**config.mk**
```make
export PLATFORM = sky130hd
export DESIGN_NAME = ppx_page_ext
export DESIGN_NICKNAME = d
export VERILOG_FILES = /design/src/ppx_page_ext.v
export VERILOG_INCLUDE_DIRS = /design/src /design/src/src
export SDC_FILE = /design/constraint.sdc
export NUM_CORES = 1
export LEC_CHECK = 0
export ABC_CLOCK_PERIOD_IN_PS = 1390
export BUFFER_PORTS_ARGS = -buffer_cell sky130_fd_sc_hd__clkbuf_2
export CAP_MARGIN = 20
export CORE_UTILIZATION = 43
export DETAILED_ROUTE_END_ITERATION = 10
export PLACE_DENSITY_LB_ADDON = 0.12
export RECOVER_POWER = 50
export SYNTH_ARGS = -nofsm -noshare
export SYNTH_HDL_FRONTEND = slang
export SYNTH_SLANG_ARGS = --single-unit
```
**constraint.sdc**
```tcl
create_clock -name i_clk -period 1.39 [get_ports i_clk]
set_input_delay 0.139 -clock i_clk [delete_from_list [all_inputs] [get_ports i_clk]]
set_output_delay 0.139 -clock i_clk [all_outputs]
set_load 0.01 [all_outputs]
```
**src/ppx_map.vh**
```
`ifndef PPX_MAP_VH
`define PPX_MAP_VH

// page select and page index width
`define PPX_PAGE_W        6
// extended address constants outside the window
`define PPX_XA_LOW        6'h3D
`define PPX_XA_MID        6'h3E
`define PPX_XA_TOP        6'h3F
// 16K range codes, from address bits 15:14
`define PPX_RNG_LOW       2'h0
`define PPX_RNG_MID       2'h1
`define PPX_RNG_WIN       2'h2
`define PPX_RNG_TOP       2'h3
// allocated flash/rom size codes
`define PPX_ALLOC_0K      2'h0
`define PPX_ALLOC_16K     2'h1
`define PPX_ALLOC_48K     2'h2
`define PPX_ALLOC_64K     2'h3
// paging configuration switch settings
`define PPX_PSW_128K      2'h0
`define PPX_PSW_256K      2'h1
`define PPX_PSW_512K      2'h2
`define PPX_PSW_1M        2'h3
// lowest internal page for each switch setting below 1M
`define PPX_INT_128K      6'h38
`define PPX_INT_256K      6'h30
`define PPX_INT_512K      6'h20
// page select reset value
`define PPX_PAGE_RST      6'h00
// sequencer states
`define PPX_ST_IDLE       3'h0
`define PPX_ST_C_PUSHRA   3'h1
`define PPX_ST_C_PUSHPG   3'h2
`define PPX_ST_C_FILL     3'h3
`define PPX_ST_R_PULLPG   3'h4
`define PPX_ST_R_PULLRA   3'h5
`define PPX_ST_R_LOADPG   3'h6
`define PPX_ST_R_FILL     3'h7

`endif

```
**src/ppx_page_ext.v**
```verilog
// How it works
// far call saves old page to holding register and loads new page on the same edge
// far call then pushes 16-bit return address, then old page, then refills
// far call and far return sequences block interrupts between their steps
// page select picks one of 64 pages for the 16K window
// new page is immediate, or fetched through pointer for indexed-indirect forms
// far return pulls page, pulls return address to PC, writes page, refills
// window access in expanded mode with emulation bit drives page index out
// outside window extended address is 0x3D, 0x3E or 0x3F by range
// 0K allocation: select high below 0x8000, low for window and top
// 16K allocation: select low only for top range
// 48K: mid range low when half-map clear, window low if internal
// 64K: both low ranges low when half-map clear, window low if internal
// extended address and select shown only in expanded mode with emulation bit
// internal pages follow paging switches: 0x38, 0x30, 0x20 upward, or all
// with emulation bit set port K bit 7 is emulation select, else GPIO
// emulation bit clear or not expanded: port K 5:0 stay ordinary GPIO
`timescale 1ns/100ps
`include "ppx_map.vh"

module ppx_page_ext #(
  parameter PAGE_W = `PPX_PAGE_W
) (
  // clock and reset
  input  wire              i_clk,
  input  wire              i_srst,
  // register port for the page select register
  input  wire              i_reg_wr,
  input  wire              i_reg_rd,
  input  wire [PAGE_W-1:0] i_reg_wdata,
  output wire [PAGE_W-1:0] o_reg_rdata,
  // far call / far return requests from the core
  input  wire              i_call_start,
  input  wire              i_rtc_start,
  input  wire [PAGE_W-1:0] i_call_imm_page,
  input  wire              i_call_indirect,
  input  wire [PAGE_W-1:0] i_call_ind_page,
  input  wire [15:0]       i_call_ret_addr,
  // stack port
  output wire              o_push,
  output wire              o_pull,
  output wire [15:0]       o_push_data,
  input  wire [15:0]       i_pull_data,
  // program counter load and queue refill
  output wire              o_pc_load,
  output wire [15:0]       o_pc_value,
  output wire              o_queue_refill,
  output wire              o_seq_busy,
  output wire              o_irq_block,
  // core address and mode
  input  wire [15:0]       i_core_addr,
  input  wire              i_expanded_mode,
  input  wire              i_emulate_port_k,
  input  wire [1:0]        i_flash_alloc,
  input  wire              i_rom_half_map,
  input  wire [1:0]        i_paging_config_switches,
  // port K general-purpose drive
  input  wire [7:0]        i_gpio_port_k_out,
  input  wire [7:0]        i_gpio_port_k_oe,
  // port K pins
  output wire [7:0]        o_port_k_out,
  output wire [7:0]        o_port_k_oe,
  output wire [PAGE_W-1:0] o_program_page_select,
  output wire              o_page_internal
);

  reg [PAGE_W-1:0] program_page_select_ff;
  reg [PAGE_W-1:0] nxt_program_page_select;
  reg [PAGE_W-1:0] hold_page_ff;
  reg [PAGE_W-1:0] nxt_hold_page;
  reg [2:0]        state_ff;
  reg [2:0]        nxt_state;
  reg [PAGE_W-1:0] pulled_page_ff;
  reg [PAGE_W-1:0] nxt_pulled_page;
  reg [15:0]       ret_addr_ff;
  reg [15:0]       nxt_ret_addr;
  reg              push_ff;
  reg              nxt_push;
  reg              pull_ff;
  reg              nxt_pull;
  reg [15:0]       push_data_ff;
  reg [15:0]       nxt_push_data;
  reg              pc_load_ff;
  reg              nxt_pc_load;
  reg [15:0]       pc_value_ff;
  reg [15:0]       nxt_pc_value;
  reg              refill_ff;
  reg              nxt_refill;
  reg [PAGE_W-1:0] rdata_ff;
  reg [7:0]        port_k_out_ff;
  reg [7:0]        port_k_oe_ff;
  reg              page_int_ff;
  reg              busy_ff;

  // page index is internal when at or above the switch threshold
  function is_internal;
    input [1:0]        psw;
    input [PAGE_W-1:0] pix;
    begin
      case (psw)
        `PPX_PSW_128K: is_internal = (pix >= `PPX_INT_128K);
        `PPX_PSW_256K: is_internal = (pix >= `PPX_INT_256K);
        `PPX_PSW_512K: is_internal = (pix >= `PPX_INT_512K);
        default:       is_internal = 1'b1;
      endcase
    end
  endfunction

  // sequencer step plan, one state per clock
  // idle: waits for a call or return start
  //   a call start wins over a return start
  //   a software write only lands while idle
  // far call, c0 is the start edge
  //   c0: old page to holding register
  //   c0: new page loaded, busy rises
  //   c1: push of the return address
  //   c2: push of the old page, zero-extended
  //   c3: queue refill pulse, busy falls
  // far return, r0 is the start edge
  //   r0: first pull pulse raised
  //   r1: second pull pulse raised
  //   r2: first pulled word holds the page
  //   r3: second pulled word loads the pc
  //   r4: saved page written to page select
  //   r5: queue refill pulse, busy falls
  // stack timing assumed by the steps
  //   pulled data stands in the cycle after a pull
  //   pushes carry their data beside the pulse
  //   no wait states; the stack must keep pace
  // interrupt blocking
  //   busy is high from the start edge to the refill
  //   the core must hold interrupts while busy
  //   so no step can be split by an exception
  // limitations
  //   starts during a sequence are ignored
  //   a write during a sequence is dropped silently
  //   stack pointer handling is left to the core
  //   return address arithmetic is left to the core
  // why the return pulls twice before sampling
  //   each answer lags its pull by one cycle
  //   sampling at the pull itself reads stale data
  //   the refill state is shared by both sequences
  //   which keeps the state code at three bits
  // pin side
  //   bits 5:0 carry the page in the window
  //   and a fixed code outside it
  //   bit 7 carries the active-low select
  //   bit 6 stays ordinary port drive
  //   all pin outputs are registered one cycle late
  //   select follows the current page, not a pending one
  // decode side
  //   the range comes from address bits 15:14
  //   for 48K and 64K, window select depends on the internal test
  //   the internal test follows the paging switches
  //   half-map only matters for 48K and 64K
  //   not expanded forces the select pin high

  // sequencer for far call and far return
  always @* begin
    nxt_state               = state_ff;
    nxt_program_page_select = program_page_select_ff;
    nxt_hold_page           = hold_page_ff;
    nxt_pulled_page         = pulled_page_ff;
    nxt_ret_addr            = ret_addr_ff;
    nxt_push                = 1'b0;
    nxt_pull                = 1'b0;
    nxt_push_data           = push_data_ff;
    nxt_pc_load             = 1'b0;
    nxt_pc_value            = pc_value_ff;
    nxt_refill              = 1'b0;
    case (state_ff)
      `PPX_ST_IDLE: begin
        if (i_call_start) begin
          nxt_hold_page = program_page_select_ff;
          // indirect forms carry the page fetched via pointer
          nxt_program_page_select = i_call_indirect ? i_call_ind_page : i_call_imm_page;
          nxt_ret_addr  = i_call_ret_addr;
          nxt_state     = `PPX_ST_C_PUSHRA;
        end else if (i_rtc_start) begin
          nxt_pull  = 1'b1;
          nxt_state = `PPX_ST_R_PULLPG;
        end else if (i_reg_wr) begin
          // software write loses to a sequence start in the same cycle
          nxt_program_page_select = i_reg_wdata;
        end
      end
      `PPX_ST_C_PUSHRA: begin
        nxt_push      = 1'b1;
        nxt_push_data = ret_addr_ff;
        nxt_state     = `PPX_ST_C_PUSHPG;
      end
      `PPX_ST_C_PUSHPG: begin
        nxt_push      = 1'b1;
        nxt_push_data = {{(16-PAGE_W){1'b0}}, hold_page_ff};
        nxt_state     = `PPX_ST_C_FILL;
      end
      `PPX_ST_C_FILL: begin
        nxt_refill = 1'b1;
        nxt_state  = `PPX_ST_IDLE;
      end
      `PPX_ST_R_PULLPG: begin
        // stack answers each pull one cycle after its pulse
        nxt_pull  = 1'b1;
        nxt_state = `PPX_ST_R_PULLRA;
      end
      `PPX_ST_R_PULLRA: begin
        nxt_pulled_page = i_pull_data[PAGE_W-1:0];
        nxt_state       = `PPX_ST_R_LOADPG;
      end
      `PPX_ST_R_LOADPG: begin
        nxt_pc_load  = 1'b1;
        nxt_pc_value = i_pull_data;
        nxt_state    = `PPX_ST_R_FILL;
      end
      `PPX_ST_R_FILL: begin
        // page written after the pc; shared refill step follows
        nxt_program_page_select = pulled_page_ff;
        nxt_state               = `PPX_ST_C_FILL;
      end
      default: nxt_state = `PPX_ST_IDLE;
    endcase
  end

  // sequencer registers
  always @(posedge i_clk) begin
    if (i_srst) begin
      state_ff               <= `PPX_ST_IDLE;
      program_page_select_ff <= `PPX_PAGE_RST;
      hold_page_ff           <= `PPX_PAGE_RST;
      pulled_page_ff         <= `PPX_PAGE_RST;
      ret_addr_ff            <= 16'h0000;
      push_ff                <= 1'b0;
      pull_ff                <= 1'b0;
      push_data_ff           <= 16'h0000;
      pc_load_ff             <= 1'b0;
      pc_value_ff            <= 16'h0000;
      refill_ff              <= 1'b0;
      busy_ff                <= 1'b0;
      rdata_ff               <= `PPX_PAGE_RST;
    end else begin
      state_ff               <= nxt_state;
      program_page_select_ff <= nxt_program_page_select;
      hold_page_ff           <= nxt_hold_page;
      pulled_page_ff         <= nxt_pulled_page;
      ret_addr_ff            <= nxt_ret_addr;
      push_ff                <= nxt_push;
      pull_ff                <= nxt_pull;
      push_data_ff           <= nxt_push_data;
      pc_load_ff             <= nxt_pc_load;
      pc_value_ff            <= nxt_pc_value;
      refill_ff              <= nxt_refill;
      // busy covers every step so interrupts wait for the whole sequence
      busy_ff                <= (nxt_state != `PPX_ST_IDLE);
      if (i_reg_rd) begin
        rdata_ff <= program_page_select_ff;
      end
    end
  end

  // external address and emulation select decode
  reg [1:0]        rng;
  reg [PAGE_W-1:0] xa;
  reg              sel_n;
  reg              win_int;
  reg              show;
  always @* begin
    rng     = i_core_addr[15:14];
    win_int = is_internal(i_paging_config_switches, program_page_select_ff);
    show    = i_expanded_mode & i_emulate_port_k;
    case (rng)
      `PPX_RNG_LOW: xa = `PPX_XA_LOW;
      `PPX_RNG_MID: xa = `PPX_XA_MID;
      `PPX_RNG_WIN: xa = program_page_select_ff;
      default:      xa = `PPX_XA_TOP;
    endcase
    sel_n = 1'b1;
    case (i_flash_alloc)
      `PPX_ALLOC_0K:  sel_n = (rng == `PPX_RNG_LOW) | (rng == `PPX_RNG_MID);
      `PPX_ALLOC_16K: sel_n = (rng != `PPX_RNG_TOP);
      `PPX_ALLOC_48K: begin
        case (rng)
          `PPX_RNG_MID: sel_n = i_rom_half_map;
          `PPX_RNG_WIN: sel_n = ~win_int;
          `PPX_RNG_TOP: sel_n = 1'b0;
          default:      sel_n = 1'b1;
        endcase
      end
      default: begin
        case (rng)
          `PPX_RNG_WIN: sel_n = ~win_int;
          `PPX_RNG_TOP: sel_n = 1'b0;
          default:      sel_n = i_rom_half_map;
        endcase
      end
    endcase
  end

  // port K muxing, registered so pins come from flip-flops
  always @(posedge i_clk) begin
    if (i_srst) begin
      port_k_out_ff <= 8'h00;
      port_k_oe_ff  <= 8'h00;
      page_int_ff   <= 1'b0;
    end else begin
      page_int_ff <= win_int;
      // bit 6 stays GPIO here; the external select lives elsewhere
      port_k_out_ff[6] <= i_gpio_port_k_out[6];
      port_k_oe_ff[6]  <= i_gpio_port_k_oe[6];
      if (i_emulate_port_k) begin
        port_k_out_ff[7] <= sel_n | ~i_expanded_mode;
        port_k_oe_ff[7]  <= 1'b1;
      end else begin
        port_k_out_ff[7] <= i_gpio_port_k_out[7];
        port_k_oe_ff[7]  <= i_gpio_port_k_oe[7];
      end
      if (show) begin
        port_k_out_ff[5:0] <= xa;
        port_k_oe_ff[5:0]  <= 6'h3F;
      end else begin
        port_k_out_ff[5:0] <= i_gpio_port_k_out[5:0];
        port_k_oe_ff[5:0]  <= i_gpio_port_k_oe[5:0];
      end
    end
  end

  // outputs
  assign o_reg_rdata           = rdata_ff;
  assign o_push                = push_ff;
  assign o_pull                = pull_ff;
  assign o_push_data           = push_data_ff;
  assign o_pc_load             = pc_load_ff;
  assign o_pc_value            = pc_value_ff;
  assign o_queue_refill        = refill_ff;
  assign o_seq_busy            = busy_ff;
  assign o_irq_block           = busy_ff;
  assign o_port_k_out          = port_k_out_ff;
  assign o_port_k_oe           = port_k_oe_ff;
  assign o_program_page_select = program_page_select_ff;
  assign o_page_internal       = page_int_ff;

endmodule
```
## Word level (Yosys, flattened, before mapping)

Index checks and enable logic that the tools add are counted.
Widths: inputs -> output; s select.

| word-level totals | value |
|---|---|
| bits of input ports | 96 |
| register bits | 97 |
| output and inout port bits | 67 |
| word-level logic and storage cells | 76 |

| cells by class | value |
|---|---|
| eq/ne operators | 17 |
| reduce and logical (&&, ||, !) cells | 11 |
| muxes and demuxes | 24 |
| bitwise operators | 5 |
| order comparisons | 3 |

Operators by type and width:

| kind | number |
|---|---|
| $mux 6 | 6 |
| $pmux 16 s2 | 1 |
| $pmux 3 s7 | 1 |
| $ge 6x6->1 const B | 3 |
| $pmux 6 s3 | 1 |
| $eq 3x3->1 const B | 4 |
| $pmux 6 s2 | 1 |
| $pmux 1 s3 | 3 |
| $eq 2x2->1 const B | 4 |
| $mux 1 | 7 |
| $eq 2x1->1 const B | 3 |
| $eq 3x2->1 const B | 2 |
| $logic_not 2->1 | 3 |
| $mux 3 | 2 |
| $ne 3x3->1 const B | 2 |
| $pmux 1 s2 | 2 |
| $reduce_bool 2->1 | 2 |
| $reduce_or 2->1 | 2 |
| $eq 3x1->1 const B | 1 |
| $logic_not 3->1 | 1 |
| $reduce_and 3->1 | 1 |
| $reduce_bool 3->1 | 1 |
| $ne 2x2->1 const B | 1 |
| $not 1->1 | 2 |
| 3 further kinds | 4 |

## Depth between registers and ports, before layout

| logic depth | value |
|---|---|
| depth in word-level cells | 7 |
| gate-level depth with buffers | 7 |
| mapped depth without buffers | 4 |

## Worst setup path before layout

OpenSTA, ideal clock, no wires.

| path | value |
|---|---|
| kind | reg-to-reg |
| from | register state_ff[1] |
| to | register push_data_ff[10] (netlist: o_push_data[10]) |
| stages on the path, launching flop included | 7 |
| path slack | -35 ps |
| data arrival time | 1298 ps |
| data required time | 1262 ps |
| period minus slack after synthesis | 1425 ps |
| library setup time | 128 ps |
| path buffers | 2 |
| cell sequence | dfxtp_1 -> buf_4 -> or3b_1 -> nor2b_4 -> buf_6 -> a22oi_2 -> nor2_1 |

| on the way | value |
|---|---|
| word-level cells in the longest chain between the ends | 2 |
| elaborated cells on any way between the ends | 4 |
| those cells by class | 2 x eq/ne; 1 x mux; 1 x reduce/logical |

RTL lines:

| item | RTL line | text |
|---|---|---|
| start: declaration | ppx_page_ext.v:71 | `reg [2:0] state_ff;` |
| start signal: assignment | ppx_page_ext.v:227 | `` state_ff <= `PPX_ST_IDLE; `` |
| start signal: assignment | ppx_page_ext.v:241 | `state_ff <= nxt_state;` |
| $eq 3x2->1 / $eq 3x1->1 (equally long branches) | ppx_page_ext.v:171 | `case (state_ff)` |
| $pmux 16 s2 / $reduce_bool 2->1 (equally long branches) | - |  |
| end signal: assignment | ppx_page_ext.v:248 | `push_data_ff <= nxt_push_data;` |
| end: declaration | ppx_page_ext.v:81 | `reg [15:0] push_data_ff;` |

Several ways; a longest one is shown, not always the timed one.
A chain may end at the register's enable or synchronous reset.

## Worst setup path after layout

| path | value |
|---|---|
| from | register state_ff[2] |
| to | register push_data_ff[8] (netlist: o_push_data[8]) |

Same word-level chain as after synthesis.

==> metrics.txt <==
Synth Area in Simple Gates 0.202; endpoint with the worst hold slack ret_addr_ff[2]$_SDFFE_PP0P_; port bufs 148; setup repair after global routing missed its margin yes; worst hold slack across all endpoints 16.0 ps; class of the most critical hold timing path in -> reg; number of synthesized flops with an enable pin 0; met2 layer wire length in the routed design around 4.6 mm; wire per inst 13.2 um; Int Power between 4 and 5 mW; area added between synthesis and finish 37.5%; chip height between 90 and 100 um; number of ports placed on the die boundary 163; fraction of synthesis flops using an asynchronous set or reset pin 0; Final Hold Vio Count 0; amount of wire on met3 after detailed routing 453 um; final setup violating endpoints 0; chip width roughly 96 um; CTS tree built; launch instance of the worst register-to-register path state_ff[2]$_SDFF_PP0_; number of clock sinks 97; Clk pwr share 0.285; initial antenna violation count 0; first-pass detailed-route iteration total 4; Core ar. 8340 um2; proportion of power drawn by combinational gates 0.206; R2R depth 4; maximum number of pins on one net before global-route repair 45; Synth top area share 0.515; share of the synthesized netlist area taken by xor and xnor gates 0; top post-synthesis cells by count sky130_fd_sc_hd__dfxtp_1 (97), sky130_fd_sc_hd__nand2_1 (92), sky130_fd_sc_hd__nor2_1 (60); number of warnings issued by yosys 0; most numerous cell in the Yosys netlist sky130_fd_sc_hd__dfxtp_1; worst slew margin relative to its limit 0.419; grt total ovfl 0; post-detailed-route DRC marker count 0; clock latency reported for the late side of the worst-skew pair 350 ps; antenna diode count 0; part of the power in registers 0.509; Placed Cells ~670; synthesized area per cell 8.66 um2; worst-case register-to-register setup slack 60 ps; crit share post-route 0.959; Synth Instances around 440; final clock skew 11.6 ps; number of nets produced by synthesis between 500 and 600; wire length the detailed router placed on met1 4.22 mm; Post-Route Setup TNS 0 ps; register area share after synthesis 0.515; post-route antenna net violation count 0; combinational family with the most area after synthesis simple AND/OR/NAND/NOR gates; vias per std cell 4.92; reg2reg end o_push_data[8]$_SDFFE_PP0P_; worst endpoint data arrival time 1540 ps; setup slack after layout 56.4 ps; final max-slew violation count 0; effective utilization at floorplan 0.452; switching power share of the total 0.283; status completed; Compound-Gate Fraction of Synth Area 0.176; post-CTS clock slew at the launch and capture registers of the worst setup and hold paths 80 ps; Detailed Place HPWL between 6 and 7 mm; register bit total from synthesis 97; NumNets Final 700; arithmetic-cell share of the synthesized area counting full adders, half adders and majority gates 0; synth top area cells sky130_fd_sc_hd__dfxtp_1 (52%), sky130_fd_sc_hd__nand2_1 (9.2%), sky130_fd_sc_hd__a21oi_1 (7.0%), sky130_fd_sc_hd__nor2_1 (6.0%), sky130_fd_sc_hd__mux2i_1 (5.0%); drt total wl 9.41 mm; mux share of post-synthesis cell area 0.0505; DP Worst Slack -144 ps; top sig layer met4; worst-margin pin slew 871 ps; final critical path time including I/O delays and setup 1330 ps; library cell with the largest summed area after synthesis sky130_fd_sc_hd__dfxtp_1; IR Drop Worst-Case VDD between 500 and 600 uV; placer congestion estimate 0.836; maximum clock frequency 0.750 GHz; final core occ 0.622; H-tree depth reported by CTS 3; required time at the endpoint of the critical path 1600 ps; P_leak around 2.3 nW; non-filler cells in the finished layout 712; global-route wire length before repair 14.6 mm; cell area after synthesis 3770 um2; number of vias after detailed routing 3,501; source of the worst hold timing path i_call_ret_addr[2]; Starting DRT DRC Count 54; sort of element at the end of the critical path flip-flop; worst hold path stage count 3; number of buffers on the longest clock path 2; largest fanout on the critical path 8; type of the worst setup path reg -> reg; Core Rows 33; max-capacitance violation count 0; distinct cell type count of the synthesized netlist 35; number of buffers created by CTS 9; cell chosen for the clock root sky130_fd_sc_hd__clkbuf_8; cell area power density 1180 nW/um2; Overall Global Routing Usage 0.208; vias in the first global route 3,195; ys flop type sky130_fd_sc_hd__dfxtp_1; switching component of the power 1.73 mW; crit path launch type flip-flop; Die Area ~9000 um2; fraction of final layout cells with drive strength greater than 1 0.361
[worst max-delay path by stage]
stage,start,to,slack [ps]
finish,state_ff[2]$_SDFF_PP0_,o_push_data[8]$_SDFFE_PP0P_,60
global route,state_ff[1]$_SDFF_PP0_,o_program_page_select[5]$_SDFFE_PP0P_,-20
CTS,state_ff[0]$_SDFF_PP0_,o_program_page_select[5]$_SDFFE_PP0P_,7
detailed placement,state_ff[2]$_SDFF_PP0_,o_pc_value[5]$_SDFFE_PP0P_,-140
global placement,state_ff[2]$_SDFF_PP0_,o_pc_value[4]$_SDFFE_PP0P_,-90
floorplan,state_ff[0]$_SDFF_PP0_,o_push_data[10]$_SDFFE_PP0P_,10
[layer usage]
metal	global-route usage	up-vias
met1	0.263	1601
met2	0.346	99
met5	0	-
met4	0.0896	0
met3	0.0367	14
li1	-	1787
[state kept, by name (all words and copies together) (netlist names)]
register,flops
o_pc_value,16
o_push_data,16
ret_addr_ff,16
o_port_k_oe,8
o_port_k_out,8
hold_page_ff,6
o_program_page_select,6
o_reg_rdata,6
pulled_page_ff,6
state_ff,3
o_irq_block,1
o_page_internal,1
o_pc_load,1
o_pull,1
o_push,1
o_queue_refill,1
[power by group through the flow]
stage               clock (mW)  sequential (mW)  combinational (mW)
floorplan                    0             3.20               0.656
global placement             0             3.17                1.10
detailed placement           0             3.18                1.12
CTS                       1.78             3.12                1.20
global route              1.90             3.14                1.38
finish                    1.74             3.11                1.26
[cells in the final DEF (no fill, tap or decap), types with 6 or more instances in the layout]
cell type	count
sky130_fd_sc_hd__nor2_1	60
sky130_fd_sc_hd__dlygate4sd3_1	24
sky130_fd_sc_hd__mux2i_1	19
sky130_fd_sc_hd__a211oi_1	8
sky130_fd_sc_hd__a21oi_1	48
sky130_fd_sc_hd__inv_1	7
sky130_fd_sc_hd__buf_4	12
sky130_fd_sc_hd__a22oi_2	9
sky130_fd_sc_hd__nand2_1	92
sky130_fd_sc_hd__a221oi_2	6
sky130_fd_sc_hd__clkbuf_2	148
sky130_fd_sc_hd__dfxtp_1	94
sky130_fd_sc_hd__nand3_1	7
sky130_fd_sc_hd__clkbuf_8	9
[area by class of cell]
cell class,instances,area [um2]
clock buffer,9,124
timing repair buffer,193,1170
sequential,97,1950
tap,105,131
multi-input combinational,296,1720
fill,777,3160
inverter,7,26.3
clock inverter,5,56.3
[metrics by stage]
step	instance area, um2	total power, mW
after floorplan	3780	3.85
after global placement	4640	4.27
final	5180	6.11
after CTS	5090	6.10
after global routing	5180	6.42
after detailed placement	4640	4.30
[worst max-delay path, stage by stage, from the launching register on]
cell and delay [ps]:
sky130_fd_sc_hd__dfxtp_2 390, sky130_fd_sc_hd__or3b_4 440, sky130_fd_sc_hd__nor2b_4 180, sky130_fd_sc_hd__a22oi_2 130, sky130_fd_sc_hd__nor2_1 60
[cells by family after synthesis]
kind of cell,Yosys count
flip-flops,97
AO/OA/AOI/OAI,95
multiplexers,19
AND/OR/NAND/NOR,181
buffers and inverters,43
[repair_timing]
action	CTS	global route
resized for setup	7	24
buffers inserted	0	1
hold buffers	24	0
setup endpoints to repair	39	29
hold endpoints to repair	24	0
pin swaps	0	4
cloned	1	0
Note: power is estimated with default switching activity, not from simulation.
